File: src/verilog/fwp_pkg.sv
// Package of constants for the flash array write-protection block.
// Assumes a 22-bit byte address and a command decoder outside this block.
package fwp_pkg;
  // ----------------------------------------------------------------------
  // Array organisation
  // ----------------------------------------------------------------------
  localparam int unsigned ARRAY_BYTES    = 4194304;
  localparam int unsigned SECTOR_COUNT   = 64;
  localparam int unsigned SUBSECTOR_CNT  = 1024;
  localparam int unsigned PAGE_COUNT     = 16384;
  localparam int unsigned OTP_BYTES      = 64;
  localparam int unsigned ADDR_W         = 22;
  localparam int unsigned SECT_W         = 6;
  localparam int unsigned SUBS_W         = 10;
  localparam int unsigned PAGE_W         = 14;
  localparam int unsigned OTP_W          = 6;
  localparam int unsigned SECT_LSB       = 16;
  localparam int unsigned SUBS_LSB       = 12;
  localparam int unsigned PAGE_LSB       = 8;
  localparam int unsigned ADDR_MSB       = 21;
  // ----------------------------------------------------------------------
  // Lock register and flag layout
  // ----------------------------------------------------------------------
  localparam int unsigned LOCK_WRITE_BIT = 0;
  localparam int unsigned LOCK_DOWN_BIT  = 1;
  localparam logic [1:0]  LOCK_RESET     = 2'h0;
  localparam int unsigned FLAG_PROT_BIT  = 1;
  localparam logic [2:0]  RANGE_NONE     = 3'h0;
  localparam logic [2:0]  RANGE_ALL      = 3'h7;

  // Operation codes presented by the command decoder.
  typedef enum logic [2:0] {
    FWP_OP_NONE    = 3'b000,
    FWP_OP_PROGRAM = 3'b001,
    FWP_OP_SUBERASE= 3'b010,
    FWP_OP_SECERASE= 3'b011,
    FWP_OP_BULK    = 3'b100,
    FWP_OP_OTPPROG = 3'b101
  } fwp_op_t;
endpackage

File: src/verilog/fwp_range_if.sv
// Interface between the protection core and the range decoder.
// Assumes both ends sit on the same clock.
`timescale 1ns/1ps
interface fwp_range_if;
  logic [2:0] rangeSel;
  logic       rangeDir;
  logic [5:0] sector;
  logic       inRange;
  modport core (output rangeSel, output rangeDir, output sector, input inRange);
  modport dec  (input rangeSel, input rangeDir, input sector, output inRange);
endinterface

File: src/verilog/fwp_range_decode.sv
// Block-range decoder: tells whether a sector lies in the read-only region.
// Purely combinational; the core registers its result.
`timescale 1ns/1ps
module fwp_range_decode (
  fwp_range_if.dec rng
);
  wire [6:0] protCount;
  wire [6:0] sectorExt;
  wire [6:0] topFirst;

  // Code n (1..6) protects 2^(n-1) sectors; code 7 protects all of them.
  assign protCount = (rng.rangeSel == fwp_pkg::RANGE_NONE) ? 7'h00 :
                     (rng.rangeSel == fwp_pkg::RANGE_ALL)  ? 7'h40 :
                     (7'h01 << (rng.rangeSel - 3'h1));
  assign sectorExt = {1'b0, rng.sector};
  assign topFirst  = 7'h40 - protCount;
  assign rng.inRange = rng.rangeDir ? (sectorExt < protCount)
                                    : (sectorExt >= topFirst) && (protCount != 7'h00);
endmodule // fwp_range_decode

File: src/verilog/fwp_protect.sv
// Write-protection core of a serial flash array: lock registers, range bits,
// freeze logic and the protection-error flag.
// Assumes a command decoder on ref_clk presents one-cycle strobes; wgPin is async.
`timescale 1ns/1ps
// Behaviour
// - Each of the 64 sectors owns a lock register with a write-lock and a lock-down bit.
// - The read-lock and write-lock commands reach the lock register of any sector.
// - A set write-lock bit makes program and erase of the sector fail untouched.
// - A set lock-down bit freezes both lock bits of the sector until the next power-up.
// - A sector is protected when either the lock scheme or the range scheme protects it.
// - The read-only region comes from the three range bits and the direction bit.
// - With direction zero, codes one to seven protect the top 1,2,4,8,16,32 or all sectors.
// - With direction one, codes one to seven protect the bottom 1,2,4,8,16,32 or all sectors.
// - With the guard pin low and the freeze bit set, range and freeze bits cannot change.
// - The array is 4 Mbyte in 64 sectors, 1,024 subsectors and 16,384 pages.
// - A 64-byte one-time-programmable area sits outside the main array.
// - Pages program alone and programming only clears bits.
// - Erase works by subsector, sector or whole array, never by page, and sets bits.
// - A denied operation or a frozen status write sets the protection flag until a clear-flags command; a refused lock write does not.
module fwp_protect (
  input  wire logic                    ref_clk,
  input  wire logic                    rstn,
  input  wire logic                    wgPinN,
  input  wire logic                    opValid,
  input  wire fwp_pkg::fwp_op_t        opCode,
  input  wire logic [21:0]             opAddr,
  input  wire logic                    otpLocked,
  input  wire logic                    lockRdValid,
  input  wire logic                    lockWrValid,
  input  wire logic [21:0]             lockAddr,
  input  wire logic [1:0]              lockWrData,
  input  wire logic                    statusWrValid,
  input  wire logic [2:0]              statusWrRange,
  input  wire logic                    statusWrDir,
  input  wire logic                    statusWrFreeze,
  input  wire logic                    clearFlags,
  output logic                         opGrant,
  output logic                         opDeny,
  output logic [5:0]                   opSector,
  output logic [9:0]                   opSubsector,
  output logic [13:0]                  opPage,
  output logic [5:0]                   opOtpIndex,
  output logic                         opEraseFill,
  output logic                         opSectorMask,
  output logic                         lockRdReady,
  output logic [1:0]                   lockRdData,
  output logic [2:0]                   rangeSelOut,
  output logic                         rangeDirOut,
  output logic                         freezeOut,
  output logic                         protErr
);
  // ----------------------------------------------------------------------
  // Guard pin synchroniser
  // ----------------------------------------------------------------------
  logic wgMeta_q;
  logic wgSync_q;
  always_ff @(posedge ref_clk) begin
    if (!rstn) begin
      wgMeta_q <= 1'b1;
      wgSync_q <= 1'b1;
    end else begin
      wgMeta_q <= wgPinN;
      wgSync_q <= wgMeta_q;
    end
  end

  // ----------------------------------------------------------------------
  // Lock registers
  // ----------------------------------------------------------------------
  // Volatile state: only the reset (power-up) releases a lock-down.
  logic [1:0] lock_q [fwp_pkg::SECTOR_COUNT];
  wire  [5:0] lockSector = lockAddr[fwp_pkg::ADDR_MSB:fwp_pkg::SECT_LSB];
  wire  [1:0] lockSel    = lock_q[lockSector];
  wire        lockWrOk   = lockWrValid && !lockSel[fwp_pkg::LOCK_DOWN_BIT];

  genvar gi;
  generate
    for (gi = 0; gi < fwp_pkg::SECTOR_COUNT; gi++) begin : g_lock
      always_ff @(posedge ref_clk) begin
        if (!rstn) begin
          lock_q[gi] <= fwp_pkg::LOCK_RESET;
        end else if (lockWrOk && (lockSector == 6'(gi))) begin
          lock_q[gi] <= lockWrData;
        end
      end
    end
  endgenerate

  always_ff @(posedge ref_clk) begin
    if (!rstn) begin
      lockRdReady <= 1'b0;
      lockRdData  <= 2'h0;
    end else begin
      lockRdReady <= lockRdValid;
      if (lockRdValid) begin
        lockRdData <= lockSel;
      end
    end
  end

  // ----------------------------------------------------------------------
  // Status range and freeze bits
  // ----------------------------------------------------------------------
  logic [2:0] range_q;
  logic       dir_q;
  logic       freeze_q;
  wire        statusFrozen = freeze_q && !wgSync_q;
  wire        statusWrOk   = statusWrValid && !statusFrozen;

  always_ff @(posedge ref_clk) begin
    if (!rstn) begin
      range_q  <= fwp_pkg::RANGE_NONE;
      dir_q    <= 1'b0;
      freeze_q <= 1'b0;
    end else if (statusWrOk) begin
      range_q  <= statusWrRange;
      dir_q    <= statusWrDir;
      freeze_q <= statusWrFreeze;
    end
  end
  assign rangeSelOut = range_q;
  assign rangeDirOut = dir_q;
  assign freezeOut   = freeze_q;

  // ----------------------------------------------------------------------
  // Operation check
  // ----------------------------------------------------------------------
  fwp_range_if rng ();
  fwp_range_decode u_range (
    .rng (rng)
  );

  wire [5:0]  curSector = opAddr[fwp_pkg::ADDR_MSB:fwp_pkg::SECT_LSB];
  wire [9:0]  curSubs   = opAddr[fwp_pkg::ADDR_MSB:fwp_pkg::SUBS_LSB];
  wire [13:0] curPage   = opAddr[fwp_pkg::ADDR_MSB:fwp_pkg::PAGE_LSB];
  assign rng.rangeSel = range_q;
  assign rng.rangeDir = dir_q;
  assign rng.sector   = curSector;

  // Bulk erase is refused when any sector is protected, by either scheme.
  logic [63:0] sectLockVec;
  always_comb begin
    for (int i = 0; i < fwp_pkg::SECTOR_COUNT; i++) begin
      sectLockVec[i] = lock_q[i][fwp_pkg::LOCK_WRITE_BIT];
    end
  end
  wire anyLocked   = |sectLockVec;
  wire anyRange    = (range_q != fwp_pkg::RANGE_NONE);
  wire isOtp       = (opCode == fwp_pkg::FWP_OP_OTPPROG);
  wire isBulk      = (opCode == fwp_pkg::FWP_OP_BULK);
  wire isErase     = isBulk || (opCode == fwp_pkg::FWP_OP_SUBERASE) ||
                     (opCode == fwp_pkg::FWP_OP_SECERASE);
  wire isModify    = (opCode != fwp_pkg::FWP_OP_NONE);
  wire sectProt    = lock_q[curSector][fwp_pkg::LOCK_WRITE_BIT] || rng.inRange;
  wire opBlocked   = isOtp  ? otpLocked :
                     isBulk ? (anyLocked || anyRange) : sectProt;
  wire opFire      = opValid && isModify;
  wire statusViol  = statusWrValid && statusFrozen;

  always_ff @(posedge ref_clk) begin
    if (!rstn) begin
      opGrant      <= 1'b0;
      opDeny       <= 1'b0;
      opSector     <= 6'h00;
      opSubsector  <= 10'h000;
      opPage       <= 14'h0000;
      opOtpIndex   <= 6'h00;
      opEraseFill  <= 1'b0;
      opSectorMask <= 1'b0;
    end else begin
      opGrant <= opFire && !opBlocked;
      opDeny  <= opFire && opBlocked;
      if (opFire) begin
        opSector     <= curSector;
        opSubsector  <= curSubs;
        opPage       <= curPage;
        opOtpIndex   <= opAddr[fwp_pkg::OTP_W-1:0];
        opEraseFill  <= isErase;
        opSectorMask <= (opCode == fwp_pkg::FWP_OP_SECERASE);
      end
    end
  end

  // ----------------------------------------------------------------------
  // Protection error flag
  // ----------------------------------------------------------------------
  // A violation in the same cycle as a clear keeps the flag set.
  wire protSet = (opFire && opBlocked) || statusViol;
  always_ff @(posedge ref_clk) begin
    if (!rstn) begin
      protErr <= 1'b0;
    end else if (protSet) begin
      protErr <= 1'b1;
    end else if (clearFlags) begin
      protErr <= 1'b0;
    end
  end

  // ----------------------------------------------------------------------
  // Checks
  // ----------------------------------------------------------------------
  a_locked_denied: assert property (@(posedge ref_clk) disable iff (!rstn)
    opFire && !isOtp && lock_q[curSector][fwp_pkg::LOCK_WRITE_BIT] |=> opDeny && !opGrant)
    else $error("locked sector was granted");
  a_lockdown_holds: assert property (@(posedge ref_clk) disable iff (!rstn)
    lockWrValid && lockSel[fwp_pkg::LOCK_DOWN_BIT] |=> lock_q[$past(lockSector)] == $past(lockSel))
    else $error("locked-down register changed");
  a_lock_write: assert property (@(posedge ref_clk) disable iff (!rstn)
    lockWrValid && !lockSel[fwp_pkg::LOCK_DOWN_BIT] |=> lock_q[$past(lockSector)] == $past(lockWrData))
    else $error("lock write not stored");
  a_lock_read: assert property (@(posedge ref_clk) disable iff (!rstn)
    lockRdValid |=> lockRdReady && lockRdData == $past(lockSel))
    else $error("lock read wrong");
  a_range_denied: assert property (@(posedge ref_clk) disable iff (!rstn)
    opFire && !isOtp && rng.inRange |=> opDeny)
    else $error("range-protected sector granted");
  a_top_one: assert property (@(posedge ref_clk) disable iff (!rstn)
    range_q == 3'h1 && !dir_q |-> rng.inRange == (curSector == 6'h3f))
    else $error("top range code one wrong");
  a_bottom_half: assert property (@(posedge ref_clk) disable iff (!rstn)
    range_q == 3'h6 && dir_q |-> rng.inRange == (curSector < 6'h20))
    else $error("bottom half range wrong");
  a_freeze_holds: assert property (@(posedge ref_clk) disable iff (!rstn)
    statusWrValid && statusFrozen |=> $stable(range_q) && $stable(freeze_q) && protErr)
    else $error("frozen status changed");
  a_flag_sticky: assert property (@(posedge ref_clk) disable iff (!rstn)
    protErr && !clearFlags |=> protErr)
    else $error("protection flag dropped without clear");
  a_flag_set: assert property (@(posedge ref_clk) disable iff (!rstn)
    opFire && opBlocked && clearFlags |=> protErr)
    else $error("protection flag lost");
endmodule // fwp_protect

File: config.mk
export PLATFORM = sky130hd
export DESIGN_NAME = fwp_protect
export DESIGN_NICKNAME = d
export VERILOG_FILES = /design/src/verilog/fwp_pkg.sv /design/src/verilog/fwp_range_if.sv /design/src/verilog/fwp_range_decode.sv /design/src/verilog/fwp_protect.sv
export SDC_FILE = /design/constraint.sdc
export NUM_CORES = 1
export LEC_CHECK = 0
export BUFFER_PORTS_ARGS = -buffer_cell sky130_fd_sc_hd__buf_2
export CAP_MARGIN = 20
export CORE_MARGIN = 1.5
export CORE_UTILIZATION = 60
export CTS_BUF_LIST = sky130_fd_sc_hd__clkbuf_4
export DETAILED_ROUTE_END_ITERATION = 8
export PLACE_DENSITY = 0.88
export SLEW_MARGIN = 10
export SYNTH_ARGS = -nofsm -noshare
export SYNTH_HDL_FRONTEND = slang
export SYNTH_SLANG_ARGS = --single-unit
export TNS_END_PERCENT = 10
File: constraint.sdc
create_clock -name ref_clk -period 3.54 [get_ports ref_clk]
set_input_delay 0.531 -clock ref_clk [delete_from_list [all_inputs] [get_ports ref_clk]]
set_output_delay 0.531 -clock ref_clk [all_outputs]
set_load 0.01 [all_outputs]
=== Word-level counts from Yosys, hierarchy flattened ===
Memories as Yosys holds them, arrays and structs flattened.
Cells that the tools add are included.

* Register bits after elaboration: 51
* Bits in writable memories: 128
* Input port bits: 63
* Output and inout bits: 49
* Memories: 1

* Add/sub/neg operators: 2
* $lt $le $gt $ge: 2
* Eq/ne operators: 68
* Shifts and indexed selects: 1
* Mux-type cells: 264
* Bitwise logic cells: 64
* Reduce and logical (&&, ||, !) cells: 88

{| class="wikitable"
|+ Memories
! name !! depth !! width !! read ports !! clocked after Yosys merged registers in !! write ports !! line !! source
|-
| lock_q || 64 || 2 || 66 || 0 || 64 || fwp_protect.sv:71 || <nowiki>logic [1:0] lock_q [fwp_pkg::SECTOR_COUNT];</nowiki>
|}

{| class="wikitable"
|+ Operator list
! kind !! count
|-
| 1-bit two-way mux || 198
|-
| 6-bit == test, second input constant || 32
|-
| 2-bit two-way mux || 64
|-
| 6-bit by 5-bit == test with 1-bit output, second input constant || 16
|-
| 1-bit logical AND || 72
|-
| 1-bit bitwise OR || 64
|-
| 64-bit OR reduction || 1
|-
| 6-bit by 4-bit == test with 1-bit output, second input constant || 8
|-
| 6-bit by 3-bit == test with 1-bit output, second input constant || 4
|-
| 7-bit two-way mux || 2
|-
| 6-bit by 2-bit == test with 1-bit output, second input constant || 2
|-
| 3-bit == test, second input constant || 3
|-
| 6-bit by 7-bit greater-or-equal comparator with 1-bit output || 1
|-
| 6-bit by 7-bit < comparator with 1-bit output || 1
|-
| 7-bit nonzero test || 1
|-
| 1-bit by 3-bit << shifter with 7-bit output, first input constant || 1
|-
| 7-bit subtractor, first input constant || 1
|-
| 3-bit by 2-bit == test with 1-bit output, second input constant || 2
|-
| 6-bit by 1-bit == test with 1-bit output, second input constant || 1
|-
| 6-bit zero test || 1
|-
| 3-bit nonzero test || 2
|-
| 1-bit logical OR || 5
|-
| 1-bit zero test || 4
|-
| 3-bit zero test || 1
|-
| other kinds (2) || 2
|}

=== Logic depth before layout (Yosys ltp) ===
* Depth in word-level cells: 14
* Depth in mapped cells: 14
* Mapped depth without buffers: 13

=== Hierarchy ===
Synthesis repeated with hierarchy kept, for this count alone.

* Cells, all modules: 767
* Area total of the unflattened synthesis: 8612.0 um^2

{| class="wikitable"
|+ Modules (own cells, without submodules)
! module !! instances !! cells an instance !! area each (um^2)
|-
| fwp_protect || 1 || 712 || 8209.1
|-
| fwp_range_decode || 1 || 55 || 402.9
|}

=== Worst setup path after synthesis ===
OpenSTA, ideal clock, no wires.

* Kind: reg-to-reg
* Start point: register range_q[1], in the netlist rangeSelOut[1]
* End point: register protErr
* Library setup time: 0.116 ns
* Data arrival time: 2.738 ns
* Path slack: 0.685 ns
* Cell stages (with the launch flop): 12
* Buffers on the path: 1
* Clock period less this slack: 2.855 ns
* Path through: dfxtp_1 clkbuf_1 or3b_2 ha_1 o21ai_0 o21ai_0 ha_1 a211o_1 a21o_1 a221oi_1 a211oi_1 a31o_2

* Longest elaborated chain between the ends: 14

{| class="wikitable"
|+ Ends and longest elaborated chain
! element !! line !! source
|-
| start: declaration || fwp_protect.sv:104 || <nowiki>logic [2:0] range_q;</nowiki>
|-
| start signal: assignment || fwp_protect.sv:112 || <nowiki>range_q <= fwp_pkg::RANGE_NONE;</nowiki>
|-
| start signal: assignment || fwp_protect.sv:116 || <nowiki>range_q <= statusWrRange;</nowiki>
|-
| 3-bit by 1-bit subtractor with 3-bit output || fwp_range_decode.sv:14 || <nowiki>(7'h01 << (rng.rangeSel - 3'h1));</nowiki>
|-
| 1-bit by 3-bit << shifter with 7-bit output || fwp_range_decode.sv:14 ||
|-
| 7-bit two-way mux || fwp_range_decode.sv:13 || <nowiki>(rng.rangeSel == fwp_pkg::RANGE_ALL) ? 7'h40 :</nowiki>
|-
| 7-bit two-way mux || fwp_range_decode.sv:12 || <nowiki>assign protCount = (rng.rangeSel == fwp_pkg::RANGE_NONE) ? 7'h00 :</nowiki>
|-
| 7-bit subtractor || fwp_range_decode.sv:16 || <nowiki>assign topFirst = 7'h40 - protCount;</nowiki>
|-
| 6-bit by 7-bit greater-or-equal comparator with 1-bit output || fwp_range_decode.sv:18 || <nowiki>: (sectorExt >= topFirst) && (protCount != 7'h00);</nowiki>
|-
| 1-bit logical AND || fwp_range_decode.sv:18 ||
|-
| 1-bit two-way mux || fwp_range_decode.sv:17 || <nowiki>assign rng.inRange = rng.rangeDir ? (sectorExt < protCount)</nowiki>
|-
| 1-bit logical OR || fwp_protect.sv:154 || <nowiki>wire sectProt = lock_q[curSector][fwp_pkg::LOCK_WRITE_BIT] || rng.inRange;</nowiki>
|-
| 1-bit two-way mux (*) || fwp_protect.sv:156 || <nowiki>isBulk ? (anyLocked || anyRange) : sectProt;</nowiki>
|-
| 1-bit two-way mux (*) || fwp_protect.sv:155 || <nowiki>wire opBlocked = isOtp ? otpLocked :</nowiki>
|-
| 1-bit logical AND (*) || fwp_protect.sv:188 || <nowiki>wire protSet = (opFire && opBlocked) || statusViol;</nowiki>
|-
| 1-bit logical OR (*) || fwp_protect.sv:188 ||
|-
| 1-bit two-way mux / 2-bit nonzero test (equally long branches) || - ||
|-
| end signal: assignment || fwp_protect.sv:191 || <nowiki>protErr <= 1'b0;</nowiki>
|-
| end signal: assignment || fwp_protect.sv:193 || <nowiki>protErr <= 1'b1;</nowiki>
|-
| end signal: assignment || fwp_protect.sv:195 || <nowiki>protErr <= 1'b0;</nowiki>
|-
| end: declaration || fwp_protect.sv:50 || <nowiki>output logic protErr</nowiki>
|}

Mark *: on every way between the ends. The rest lies on a longest branch, timed or not.
A chain may end at the register's enable or synchronous reset.

=== Worst setup path in the final report ===
Same ends and word-level chain as after synthesis.

==> flow_metrics.py <==
metrics = {
    "pwr": {
        "p_total_mw": 3.828,
        "ir_worst_vdd_mv": 0.2871,
        "p_leak_nw": 3.531,
        "p_per_area_nw_per_um2": 404.7,
    },
    "timing": {
        "period_minus_slack_ns": 3.078,
        "finClkSkew_ns": 0.02666,
        "max_freq_mhz": 324.9,
        "final.setup.tns_ns": 0,
        "rsz0062_at_grt": "no",
        "tightest_slew_ns": 0.9026,
        "relSlewSlack_pct": 39.82,
        "layout_setup_ws_ns": 0.4625,
        "whs_ns": 0.1090,
        "hold_viol": 0,
        "fin_crit_sh_pct": 86.94,
        "drv_slew": 0,
        "finalSetupViolCount": 0,
    },
    "grt": {
        "grt.overflow.total": 0,
        "grt_util_all_layers_pct": 30.32,
        "grt_start_max_net_pins": 101,
        "grt_pass1_wl_mm": 33.47,
        "grt_antenna_before_repair": 1,
        "grt_pass1_vias": 6256,
    },
    "placement": {
        "dp_hpwl_mm": 15.28,
        "routabilityCongestion": 0.9725,
        "dp_worst_setup_slack_ns": 0.2005,
        "dpl_cell_area_um2": 9166,
        "port-buffer-count": 93,
    },
    "floorplan": {
        "die_y_um": 123.6,
        "pin_count": 112,
        "core_um2": 14040,
        "chipWidth_um": 123.6,
        "rows": 43,
        "start_util_pct": 62.10,
        "die-area_um2": 15260,
    },
    "worst_setup_path": {
        "crit_path_start_kind": "flop",
        "path_common_cell": "ha_1",
        "worstSetupEndpointType": "flop",
        "crit_type": "reg2reg",
        "cp_max_fo": 13,
        "critical-path-max-stage-delay_ns": 0.59,
        "arrival_ns": 3.58,
        "cp_cell_sequence": "or3b_2, ha_1, xnor2_1, ha_1, a21oi_1, o21ai_0, a21o_1, a221oi_1, a211oi_1, a31o_2",
        "critPathRequiredTime_ns": 4.05,
        "slowest_stage": "dfxtp_1",
    },
    "layout": {
        "design_area_um2": 9457,
        "nets": 899,
        "most-common-layout-cells": "nor2_1, edfxtp_1, buf_2",
        "final_layout_size_suffix_gt1_share_pct": 24.25,
        "fillers": 996,
        "synthToLayoutAreaGrowth_pct": 8.452,
        "layout_commonest_cell": "nor2_1",
    },
    "clock_network": {
        "post-cts-setup-buffers": 0,
        "clk_latency_ns": 0.60,
        "clockRootBuffer": "clkbuf_4",
        "cts_sinks": 163,
        "ctsResizeCount": 0,
        "cts_tree": "done",
        "cts_buffers": 17,
        "clk_path_buf_depth": 2,
        "path_clk_slew_ns": 0.15,
        "hold_buffers": 0,
        "cts_htree_levels": 4,
    },
    "yosys": {
        "synth_top_area_share_pct": 44.08,
        "netlist_instances": 770,
        "yosysSeqAreaShare_pct": 52.12,
        "ys_warn_count": 0,
        "synth.largest_area_cell": "edfxtp_1",
        "ys_top_cells_by_area": "edfxtp_1, dfxtp_1, mux4_2",
        "ys_async_sr_fraction_pct": 0,
        "synth_seq_cells": 163,
        "syn_nets": 845,
        "synth.distinct_cells": 62,
        "avgSynthCellArea_um2": 11.32,
        "synth_edf_count": 128,
        "netlist_area_um2": 8720,
        "synthFlopType": "edfxtp_1",
    },
    "worst_hold_path": {
        "hold_path_class": "in2reg",
    },
    "run_status": {
        "status": "completed",
    },
    "route": {
        "drt_first_pass_iters": 6,
        "vias_per_cell": 6.650,
        "wl_per_cell_um": 21.62,
        "drc": 0,
        "routed_wl_mm": 22.01,
        "route.antenna.remaining_nets": 0,
        "vias": 6770,
        "drtIter0Drc": 919,
    },
    "run": {
        "maxCapViolCount": 0,
    },
}
-- final timing paths --
kind,startpoint,endpoint,slack [ns],depth (start not counted)
max,rangeSelOut[1]$_SDFFE_PN0P_,protErr$_SDFFE_PN0P_,0.46,10
min,wgPinN,wgMeta_q$_SDFF_PN1_,0.11,2
max reg2reg,rangeSelOut[1]$_SDFFE_PN0P_,protErr$_SDFFE_PN0P_,0.46,10
min reg2reg,wgMeta_q$_SDFF_PN1_,wgSync_q$_SDFF_PN1_,0.43,1
-- synth_stat cells (2+ instances only) --
master	n
nor2_1	131
edfxtp_1	128
nand2_1	76
o21ai_0	61
clkbuf_1	46
dfxtp_1	35
mux4_2	27
a21boi_0	23
buf_4	18
nor4_1	18
mux4_1	17
a22oi_1	16
nor2b_1	13
ha_1	12
inv_1	12
mux2i_1	12
o21ai_1	12
buf_2	10
mux2_2	8
nand2b_1	8
a21oi_1	7
buf_6	6
nand3_1	6
nor2_2	6
and3_1	5
nand3b_1	4
a211oi_1	3
and2_1	3
nand2_4	3
nand4_1	3
nor3_1	3
o22ai_1	3
o31ai_1	3
a221oi_1	2
o21ai_2	2
or3b_2	2
-- worst max-delay path, delay by kind of cell, from the launching register on --
family | cells | cell delay [ns]
flip-flops | 1 | 0.59
AND/OR/NAND/NOR | 1 | 0.51
AO/OA/AOI/OAI | 6 | 1.20
XOR/XNOR | 1 | 0.15
adder cells (fa/ha/maj) | 2 | 0.55
-- per-stage QoR --
stage | instances | utilization, %
after floorplan | 770 | -
after global placement | 985 | 65.28
after detailed placement | 985 | 65.28
after CTS | 1017 | 67.33
after global routing | 1018 | 67.34
final | 1018 | 67.34
-- final cells by class --
class	count	area, um2	area share [%]
well taps	180	225.2	2.382
inverters	12	45.04	0.4763
clock buffers	18	135.1	1.429
clock inverters	14	152.6	1.614
multi-input cells	513	3681	38.93
repair buffers	117	670.6	7.092
diodes	1	2.502	0.02646
flip-flops and latches	163	4544	48.06
-- kinds of logic (layout without fill, tap and decap cells) --
logic type      Yosys count  in the layout  synth area share [%]
xor+xnor                  1              1                0.1005
mux                      64             64                 14.51
compound gates          147            147                 10.62
buf+inv                  94            161                 5.668
flops                   163            163                 52.12
other cells               0              1                     0
fa+ha+maj                12             12                 1.722
simple gates            289            289                 15.27
-- flip-flops by register name, summed over array words and instances (netlist names) --
| name | count |
|---|---|
| opSectorMask | 1 |
| wgSync_q | 1 |
| rangeDirOut | 1 |
| opPage | 4 |
| opDeny | 1 |
| opEraseFill | 1 |
| opSector | 6 |
| lockRdData | 2 |
| lock_q | 128 |
| lockRdReady | 1 |
| protErr | 1 |
| rangeSelOut | 3 |
| freezeOut | 1 |
| opOtpIndex | 6 |
| opGrant | 1 |
| wgMeta_q | 1 |
| opSubsector | 4 |
-- power breakdown --
part | total, mW | internal [mW] | switching, mW
registers | 2.19 | 2.13 | 0.0582
clock network | 1.13 | 0.435 | 0.696
logic | 0.504 | 0.213 | 0.292
-- routing by layer --
layer  track usage [%]  share of wire (%)  up-vias
met5                 0                  0        -
met3             9.317                 14      115
met4             15.59                4.6        0
met1             37.48                 35     3142
met2             48.40                 47      577
li1                  -                  -     2936
No activity file was read; power rests on OpenSTA's default activity.
